--- config.mk ---
export PLATFORM = sky130hd
export DESIGN_NAME = rss_reset_source_sequencer
export DESIGN_NICKNAME = d
export VERILOG_FILES = /design/src/rtl/rss_pkg.sv /design/src/rtl/rss_reset_source_sequencer.sv
export VERILOG_INCLUDE_DIRS = /design/src /design/src/rtl
export SDC_FILE = /design/constraint.sdc
export NUM_CORES = 1
export LEC_CHECK = 0
export ABC_AREA = 1
export BUFFER_PORTS_ARGS = -buffer_cell sky130_fd_sc_hd__buf_2
export CORE_ASPECT_RATIO = 1.75
export CORE_MARGIN = 5
export CORE_UTILIZATION = 51
export CTS_CLUSTER_DIAMETER = 100
export DETAILED_ROUTE_END_ITERATION = 12
export GPL_ROUTABILITY_DRIVEN = 0
export PLACE_DENSITY = 0.76
export SLEW_MARGIN = 30
export SYNTH_ARGS = -nofsm -noshare
export SYNTH_HDL_FRONTEND = slang
export SYNTH_SLANG_ARGS = --single-unit
--- constraint.sdc ---
create_clock -name clk -period 2.1 [get_ports clk]
set_clock_uncertainty 0.15 [all_clocks]
set_input_delay 0.42 -clock clk [delete_from_list [all_inputs] [get_ports clk]]
set_output_delay 0.42 -clock clk [all_outputs]
set_load 0.05 [all_outputs]
--- src/rtl/rss_defs.svh ---
// constants for the reset source sequencer
// assumes a 25 MHz system clock
`ifndef RSS_DEFS_SVH
`define RSS_DEFS_SVH
`define RSS_CLK_KHZ        25000
`define RSS_POR_DLY_LO_US  3000
`define RSS_POR_DLY_MID_US 7000
`define RSS_POR_DLY_HI_US  15000
`define RSS_POR_CYC(us)    (((us) * `RSS_CLK_KHZ) / 1000)
`define RSS_WDT_DIV        4'hb
`define RSS_PORT_RST       8'hff
`define RSS_PC_RST         16'h0000
`define RSS_SYNC_W         3
`endif

--- src/rtl/rss_pkg.sv ---
// types for the reset source sequencer
// assumes rss_defs.svh holds the numeric constants
package rss_pkg;
  typedef enum logic [1:0] {
    RSS_ST_HOLD    = 2'b00,
    RSS_ST_PORWAIT = 2'b01,
    RSS_ST_RUN     = 2'b10
  } rss_state_t;
  typedef enum logic [1:0] {
    RSS_LVL_LOW  = 2'b00,
    RSS_LVL_MID  = 2'b01,
    RSS_LVL_HIGH = 2'b10
  } rss_level_t;
  typedef struct packed {
    logic supply_monitor_enable;
    logic monitor_select;
  } rss_mon_cfg_t;
  typedef struct packed {
    logic        core_rst;
    logic        rst_pin_oe;
    logic [7:0]  port_latch;
    logic        pullup_en;
    logic        irq_tmr_dis;
    logic        sp_rst;
    logic [15:0] pc_load;
    logic        int_osc_sel;
    logic        wdt_run;
  } rss_core_ctl_t;
endpackage

--- src/rtl/rss_reset_source_sequencer.sv ---
// reset source sequencer: holds core in reset, drives reset pin, por delay, cause flag
// assumes analog comparator levels asynchronous, software strobes on clk
`include "rss_defs.svh"
`timescale 1ns/1ps
`default_nettype none
module rss_reset_source_sequencer (
  input  wire logic                  clk,
  input  wire logic                  nrst,
  input  wire logic                  bat_above_por,
  input  wire logic                  vdd_above_fail,
  input  wire logic                  vdd_above_warn,
  input  wire rss_pkg::rss_level_t   bat_level,
  input  wire logic                  sleep_mode,
  input  wire logic                  other_rst_req,
  input  wire logic                  flash_op_req,
  input  wire logic                  cause_wr,
  input  wire logic                  cause_wr_poweron_bit,
  input  wire logic                  mon_ctl_wr,
  input  wire logic                  mon_ctl_wr_enable,
  input  wire logic                  mode_wr,
  input  wire logic                  mode_wr_battery_monitor_disable,
  input  wire logic                  early_ok_ie,
  output logic                       rst_pin_o,
  output logic                       rst_pin_oe,
  output rss_pkg::rss_core_ctl_t     core_ctl,
  output logic                       wdt_tick,
  output logic                       poweron_flag,
  output rss_pkg::rss_mon_cfg_t      mon_cfg,
  output logic                       battery_monitor_disable,
  output logic                       supply_early_ok,
  output logic                       early_warn_irq,
  output logic                       flash_op_ok,
  output logic                       flash_error_rst
);
  localparam int unsigned CYC_LO  = `RSS_POR_CYC(`RSS_POR_DLY_LO_US);
  localparam int unsigned CYC_MID = `RSS_POR_CYC(`RSS_POR_DLY_MID_US);
  localparam int unsigned CYC_HI  = `RSS_POR_CYC(`RSS_POR_DLY_HI_US);

  // three-stage synchronisers for analog levels
  logic [`RSS_SYNC_W-1:0] s_bat_q, s_fail_q, s_warn_q;
  logic                   bat_ok_q, fail_ok_q, warn_ok_q;
  always_ff @(posedge clk or negedge nrst) begin
    if (!nrst) begin
      s_bat_q   <= '0;
      s_fail_q  <= '0;
      s_warn_q  <= '0;
      bat_ok_q  <= 1'b0;
      fail_ok_q <= 1'b0;
      warn_ok_q <= 1'b0;
    end else begin
      s_bat_q  <= {s_bat_q[`RSS_SYNC_W-2:0], bat_above_por};
      s_fail_q <= {s_fail_q[`RSS_SYNC_W-2:0], vdd_above_fail};
      s_warn_q <= {s_warn_q[`RSS_SYNC_W-2:0], vdd_above_warn};
      if (s_bat_q[1] == s_bat_q[2])
        bat_ok_q <= s_bat_q[2];
      if (s_fail_q[1] == s_fail_q[2])
        fail_ok_q <= s_fail_q[2];
      if (s_warn_q[1] == s_warn_q[2])
        warn_ok_q <= s_warn_q[2];
    end
  end

  rss_pkg::rss_state_t  st_q, st_d;
  logic [31:0]          cnt_q, cnt_d;
  logic                 por_q, por_d;
  logic                 pin_q, pin_d;
  rss_pkg::rss_mon_cfg_t cfg_q, cfg_d;
  logic                 battery_monitor_disable_q, battery_monitor_disable_d;
  logic                 flag_q, flag_d;
  logic                 ferr_q, ferr_d;
  logic                 fok_q, fok_d;
  logic                 pf_trip, any_soft_rst;

  always_comb begin
    pf_trip      = cfg_q.supply_monitor_enable && cfg_q.monitor_select && !sleep_mode && !fail_ok_q;
    any_soft_rst = other_rst_req || ferr_q;
    st_d     = st_q;
    cnt_d    = cnt_q;
    por_d    = por_q;
    pin_d    = pin_q;
    cfg_d    = cfg_q;
    battery_monitor_disable_d = battery_monitor_disable_q;
    flag_d   = flag_q;
    ferr_d   = 1'b0;
    fok_d    = 1'b0;
    if (st_q == rss_pkg::RSS_ST_RUN) begin
      if (mon_ctl_wr)
        cfg_d.supply_monitor_enable = mon_ctl_wr_enable;
      if (cause_wr)
        cfg_d.monitor_select = cause_wr_poweron_bit;
      if (mode_wr)
        battery_monitor_disable_d = mode_wr_battery_monitor_disable;
      if (flash_op_req) begin
        ferr_d = !cfg_q.supply_monitor_enable;
        fok_d  = cfg_q.supply_monitor_enable;
      end
    end
    case (st_q)
      rss_pkg::RSS_ST_HOLD: begin
        pin_d = por_q || pf_trip;
        if (por_q) begin
          if (bat_ok_q) begin
            st_d  = rss_pkg::RSS_ST_PORWAIT;
            cnt_d = '0;
          end
        end else if (fail_ok_q || !pf_trip) begin
          st_d  = rss_pkg::RSS_ST_RUN;
          pin_d = 1'b0;
        end
      end
      rss_pkg::RSS_ST_PORWAIT: begin
        cnt_d = cnt_q + 32'h1;
        if (!bat_ok_q) begin
          st_d = rss_pkg::RSS_ST_HOLD;
        end else if ((bat_level == rss_pkg::RSS_LVL_LOW && cnt_q >= CYC_LO - 1) ||
                     (bat_level == rss_pkg::RSS_LVL_MID && cnt_q >= CYC_MID - 1) ||
                     (cnt_q >= CYC_HI - 1)) begin
          st_d  = rss_pkg::RSS_ST_RUN;
          pin_d = 1'b0;
          por_d = 1'b0;
          flag_d = 1'b1;
        end
      end
      rss_pkg::RSS_ST_RUN: begin
        if (!bat_ok_q || (any_soft_rst && battery_monitor_disable_q)) begin
          st_d     = rss_pkg::RSS_ST_HOLD;
          por_d    = 1'b1;
          pin_d    = 1'b1;
          battery_monitor_disable_d = 1'b0;
          cfg_d    = '{1'b1, 1'b1};
        end else if (pf_trip) begin
          st_d   = rss_pkg::RSS_ST_HOLD;
          pin_d  = 1'b1;
          cfg_d  = '{1'b1, 1'b1};
          flag_d = 1'b1;
        end else if (any_soft_rst) begin
          st_d   = rss_pkg::RSS_ST_HOLD;
          flag_d = 1'b0;
        end
      end
      default: st_d = rss_pkg::RSS_ST_HOLD;
    endcase
  end

  always_ff @(posedge clk or negedge nrst) begin
    if (!nrst) begin
      st_q     <= rss_pkg::RSS_ST_HOLD;
      cnt_q    <= '0;
      por_q    <= 1'b1;
      pin_q    <= 1'b1;
      cfg_q    <= '{1'b1, 1'b1};
      battery_monitor_disable_q <= 1'b0;
      flag_q   <= 1'b1;
      ferr_q   <= 1'b0;
      fok_q    <= 1'b0;
    end else begin
      st_q     <= st_d;
      cnt_q    <= cnt_d;
      por_q    <= por_d;
      pin_q    <= pin_d;
      cfg_q    <= cfg_d;
      battery_monitor_disable_q <= battery_monitor_disable_d;
      flag_q   <= flag_d;
      ferr_q   <= ferr_d;
      fok_q    <= fok_d;
    end
  end

  // core control and watchdog prescaler
  logic                   hold_d, run_d;
  logic [3:0]             wdiv_q, wdiv_d;
  logic                   wtick_q, wtick_d;
  rss_pkg::rss_core_ctl_t ctl_q, ctl_d;
  logic                   ew_q, ew_d, ewirq_q, ewirq_d;
  always_comb begin
    hold_d = (st_d != rss_pkg::RSS_ST_RUN);
    run_d  = !hold_d;
    ctl_d.core_rst    = hold_d;
    ctl_d.rst_pin_oe  = pin_d;
    ctl_d.port_latch  = `RSS_PORT_RST;
    ctl_d.pullup_en   = 1'b1;
    ctl_d.irq_tmr_dis = hold_d;
    ctl_d.sp_rst      = hold_d;
    ctl_d.pc_load     = `RSS_PC_RST;
    ctl_d.int_osc_sel = 1'b1;
    ctl_d.wdt_run     = run_d;
    wdiv_d  = wdiv_q;
    wtick_d = 1'b0;
    if (!run_d) begin
      wdiv_d = 4'h0;
    end else if (wdiv_q == `RSS_WDT_DIV) begin
      wdiv_d  = 4'h0;
      wtick_d = 1'b1;
    end else begin
      wdiv_d = wdiv_q + 4'h1;
    end
    ew_d    = warn_ok_q;
    ewirq_d = ewirq_q;
    if (ew_q && !warn_ok_q && early_ok_ie)
      ewirq_d = 1'b1;
    else if (warn_ok_q)
      ewirq_d = 1'b0;
  end

  always_ff @(posedge clk or negedge nrst) begin
    if (!nrst) begin
      ctl_q   <= '{1'b1, 1'b1, 8'hff, 1'b1, 1'b1, 1'b1, 16'h0000, 1'b1, 1'b0};
      wdiv_q  <= 4'h0;
      wtick_q <= 1'b0;
      ew_q    <= 1'b0;
      ewirq_q <= 1'b0;
    end else begin
      ctl_q   <= ctl_d;
      wdiv_q  <= wdiv_d;
      wtick_q <= wtick_d;
      ew_q    <= ew_d;
      ewirq_q <= ewirq_d;
    end
  end

  assign rst_pin_o               = 1'b0;
  assign rst_pin_oe              = pin_q;
  assign core_ctl                = ctl_q;
  assign wdt_tick                = wtick_q;
  assign poweron_flag            = flag_q;
  assign mon_cfg                 = cfg_q;
  assign battery_monitor_disable = battery_monitor_disable_q;
  assign supply_early_ok         = ew_q;
  assign early_warn_irq          = ewirq_q;
  assign flash_op_ok             = fok_q;
  assign flash_error_rst         = ferr_q;

  // watchdog tick spacing, counted for the check below
  logic [3:0] wgap_q, wgap_d;
  logic       wseen_q, wseen_d;
  always_comb begin
    wgap_d  = wgap_q + 4'h1;
    wseen_d = wseen_q;
    if (!core_ctl.wdt_run) begin
      wgap_d  = 4'h0;
      wseen_d = 1'b0;
    end else if (wdt_tick) begin
      wgap_d  = 4'h0;
      wseen_d = 1'b1;
    end
  end

  always_ff @(posedge clk or negedge nrst) begin
    if (!nrst) begin
      wgap_q  <= 4'h0;
      wseen_q <= 1'b0;
    end else begin
      wgap_q  <= wgap_d;
      wseen_q <= wseen_d;
    end
  end

  // checks
  property p_hold_core;
    @(posedge clk) disable iff (!nrst) (st_q != rss_pkg::RSS_ST_RUN) |-> core_ctl.core_rst;
  endproperty
  a_hold_core: assert property (p_hold_core) else $error("core not held");
  property p_por_pin;
    @(posedge clk) disable iff (!nrst) por_q |-> pin_q;
  endproperty
  a_por_pin: assert property (p_por_pin) else $error("pin not low in por");
  property p_flag_por;
    @(posedge clk) disable iff (!nrst)
      (st_q == rss_pkg::RSS_ST_PORWAIT && st_d == rss_pkg::RSS_ST_RUN) |=> poweron_flag;
  endproperty
  a_flag_por: assert property (p_flag_por) else $error("flag not set");
  property p_pf_cfg;
    @(posedge clk) disable iff (!nrst) (st_q == rss_pkg::RSS_ST_RUN && pf_trip && bat_ok_q && !(any_soft_rst && battery_monitor_disable_q))
      |=> mon_cfg == 2'b11 && poweron_flag && rst_pin_oe;
  endproperty
  a_pf_cfg: assert property (p_pf_cfg) else $error("power-fail effects wrong");
  property p_soft_keep;
    @(posedge clk) disable iff (!nrst) (st_q == rss_pkg::RSS_ST_RUN && other_rst_req && !battery_monitor_disable_q && !pf_trip && bat_ok_q
      && !mon_ctl_wr && !cause_wr)
      |=> $stable(mon_cfg) && !poweron_flag;
  endproperty
  a_soft_keep: assert property (p_soft_keep) else $error("soft reset touched monitor");
  property p_ferr;
    @(posedge clk) disable iff (!nrst) (st_q == rss_pkg::RSS_ST_RUN && flash_op_req && !mon_cfg.supply_monitor_enable)
      |=> flash_error_rst && !flash_op_ok;
  endproperty
  a_ferr: assert property (p_ferr) else $error("flash error missed");
  property p_wdt;
    @(posedge clk) disable iff (!nrst) (core_ctl.wdt_run && wseen_q) |-> (wdt_tick == (wgap_q == `RSS_WDT_DIV));
  endproperty
  a_wdt: assert property (p_wdt) else $error("watchdog divide wrong");
  property p_sleep;
    @(posedge clk) disable iff (!nrst) (sleep_mode && st_q == rss_pkg::RSS_ST_RUN && bat_ok_q && !any_soft_rst)
      |=> st_q == rss_pkg::RSS_ST_RUN;
  endproperty
  a_sleep: assert property (p_sleep) else $error("reset in sleep");
  c_por: cover property (@(posedge clk) disable iff (!nrst) st_q == rss_pkg::RSS_ST_PORWAIT ##1 st_q == rss_pkg::RSS_ST_RUN);
  c_pf: cover property (@(posedge clk) disable iff (!nrst) st_q == rss_pkg::RSS_ST_RUN && pf_trip);
  c_ferr: cover property (@(posedge clk) disable iff (!nrst) flash_error_rst);
endmodule
`default_nettype wire

==> summary.txt <==
Status
  – Status: finished clean

Setup path
  – Worst setup EP type: register
  – Critical Path Source: cnt_q[0]
  – Critical Path RT: 2.16 ns
  – Crit path max fanout: 7
  – Reg2Reg Capture Point: wdiv_q[2]
  – R2R setup slack: 0.08 ns
  – R2r worst-path depth: 13
  – Reg2reg start: cnt_q[0]
  – Startpoint types: register
  – Critical path arrival: 2.08 ns
  – Critical path class: register to register

Global route
  – Number of global-route vias before repair: 3005
  – GRT busiest layer: met2
  – Initial antenna violation count: 0
  – Largest net degree at the start of global routing: 38
  – First-pass GRT wire length: 12900 um
  – Global-route usage over all layers: 19.1%
  – M3 GR Usage: 5.57%
  – Gr ovfl total: 0
  – M2 GR Usage: 32.9%
  – Met1 usage: 19.1%

Synthesis
  – Ys Warns: 0
  – Main area contributors after synthesis: dfrtp_1 40%, nand2_1 8.5%, inv_1 6.8%
  – Unique masters post-synth: 37
  – Netlist Area Pre-Place: 3570 sq um
  – Avg Cell Area, Syn: 7.81 sq um
  – Synth Register Bits: 63
  – Seq/Total Area, Yosys: 44.4%
  – Number of synthesized flops with an enable pin: 0
  – Post-synth top area cell: dfrtp_1
  – Synth Instances: 457
  – Asr flop ratio synth: 100%
  – Synth top area share: 40.0%
  – Prevailing post-synth register cell: dfrtp_1

Timing
  – RSZ-0062 raised after global routing: yes
  – Final period utilization: 96.0%
  – Final setup vio count: 0
  – Hold slack: 0.0485 ns
  – Peak Freq: 496 MHz
  – Setup_tns: 0 ns
  – Max Slew Vio Count: 0
  – Final min period: 2.02 ns
  – Hold Violations, Final: 0

Finish
  – Diode count: 0
  – Nets@finish: 544
  – Final Util: 62.0%
  – Fin cells: 610
  – Most frequent cells in the layout: 77 x nand2_1, 63 x inv_1, 60 x nor2_1
  – Commonest non-fill, non-tap cell in the layout: nand2_1
  – Area Growth Syn to Fin: 19.0%
  – Final instance area: 4250 sq um
  – Share of layout cells above drive strength 1: 21.5%

Clocking
  – Worst-Skew Late Latency: 0.33 ns
  – TritonCTS Buffers: 9
  – Max clock buf depth: 2
  – CTS clock-pin slew for the worst setup and hold paths: 0.05 ns
  – Root buffer cell: clkbuf_16
  – CTS tree: built
  – CTS H-tree depth: 3
  – Clk sinks: 63

Routing
  – Routed WL per cell: 12.9 um
  – Vias/cell: 5.05
  – Initial DRT Pass Iterations: 4
  – Final ANT Viol Nets: 0
  – DRT iter0 DRCs: 260
  – WL final: 7900 um
  – Via count: 3078
  – DRC: 0

Job
  – MaxCap Viol Count: 0

Floorplanning
  – Num ports: 59
  – Core ar.: 6860 sq um
  – Initial Util: 52.0%
  – FP Rows: 40
  – Die height: 121 um
  – Die area: 8840 sq um
  – Die width: 73.2 um

Worst hold path
  – Min-delay src: vdd_above_warn
  – Hold Path Sink: s_warn_q[0]
  – Class of the worst hold path: input port to register
  – Hold path cells: 1

Power and ir drop
  – Power per Cell Area: 1080 nW/um^2
  – Peak supply drop: 0.000806 V
  – Leakage: 2.14 nW

Place
  – Placed cells: 588
  – I/O Buffers: 31
  – Placement Cell Area: 3860 sq um
  – DP HPWL: 5980 um
-- per-layer routing --
layer | routed length, um | vias up | share of wire [%]
li1 | - | 1533 | -
met1 | 2900 | 1422 | 37
met2 | 4250 | 96 | 54
met3 | 416 | 27 | 5.3
met4 | 328 | 0 | 4.2
met5 | 0 | - | 0
-- worst max-delay path, cell delays in order (launching register included) --
cell and delay [ns]:
dfrtp_1 0.41, ha_2 0.21, nand2_2 0.11, nand2_2 0.08
nand3_1 0.07, nand3_1 0.06, nand2_1 0.08, nand2_1 0.07
a21oi_2 0.20, nand3_1 0.11, nand2_1 0.11, nand2_2 0.09
nand3_4 0.10, nor2_1 0.05
-- worst max path at each step --
| stage | endpoint | slack [ns] | depth (start not counted) |
|---|---|---|---|
| finish | wdiv_q[2] | 0.08 | 13 |
| CTS | wdiv_q[2] | 0.005 | 13 |
| floorplan | cnt_q[28] | 0.12 | 11 |
| global route | wdiv_q[3] | -0.08 | 15 |
| global placement | wdiv_q[3] | -0.004 | 13 |
| detailed placement | cnt_q[16] | -0.07 | 12 |
-- cells in the mapped netlist, types with 2 or more instances --
| master | count |
|---|---|
| inv_1 | 65 |
| dfstp_2 | 6 |
| nand3_2 | 2 |
| nand3_1 | 23 |
| o21ai_0 | 23 |
| nor2_2 | 2 |
| nand2_1 | 81 |
| nor2_4 | 3 |
| a21oi_1 | 36 |
| clkbuf_1 | 2 |
| ha_1 | 6 |
| o22ai_1 | 2 |
| nor2_1 | 60 |
| nand2_2 | 3 |
| maj3_1 | 3 |
| dfrtp_1 | 57 |
| nand3b_1 | 2 |
| a22oi_1 | 2 |
| o21a_1 | 8 |
| inv_2 | 4 |
| nand4_1 | 7 |
| nor3_1 | 15 |
| buf_4 | 30 |
| conb_1 | 2 |
-- kinds of logic after synthesis --
| group | synth area share (%) |
|---|---|
| xor gates and xnor gates | 0.245 |
| other | 0.210 |
| and+or+nand+nor | 26.4 |
| buffers and inverters | 14.0 |
| DFF | 44.4 |
| AOI/OAI and AO/OA | 11.8 |
| adders and majority gates | 2.95 |
-- per-stage QoR --
stage	power [W]	setup WS (ns)
after floorplan	0.00273	0.121
after global placement	0.00314	-0.00398
after detailed placement	0.00319	-0.0740
after CTS	0.00456	0.00505
after global routing	0.00486	-0.0811
final	0.00460	0.0840
-- cell type report --
type	instances	area (sq um)
repair buffers	61	383
fillers	565	2610
clock inverters	1	5.00
clock buffers	15	268
flip-flops and latches	63	1580
well taps	84	105
inverters	70	265
multi-input cells	316	1640
-- flip-flops by register name, indices dropped and copies added (netlist names), 2 cells and up --
register,cells
s_bat_q,3
s_warn_q,3
cnt_q,32
mon_cfg,2
s_fail_q,3
core_ctl,3
st_q,2
wdiv_q,4
-- report_power, final --
part | internal [W] | total (W) | switching, W
clock | 0.000860 | 0.00133 | 0.000472
sequential | 0.00140 | 0.00149 | 0.0000931
combinational | 0.000551 | 0.00178 | 0.00123
-- repair_timing --
action                                 4_1_cts  5_1_grt
setup endpoints to repair                    9       20
endpoints found under the hold margin       26        0
buffers inserted                             0        5
gates resized for setup                      3       17
pin swaps                                    1        3
hold buffers                                 1        0
No activity file was read; power rests on OpenSTA's default activity.
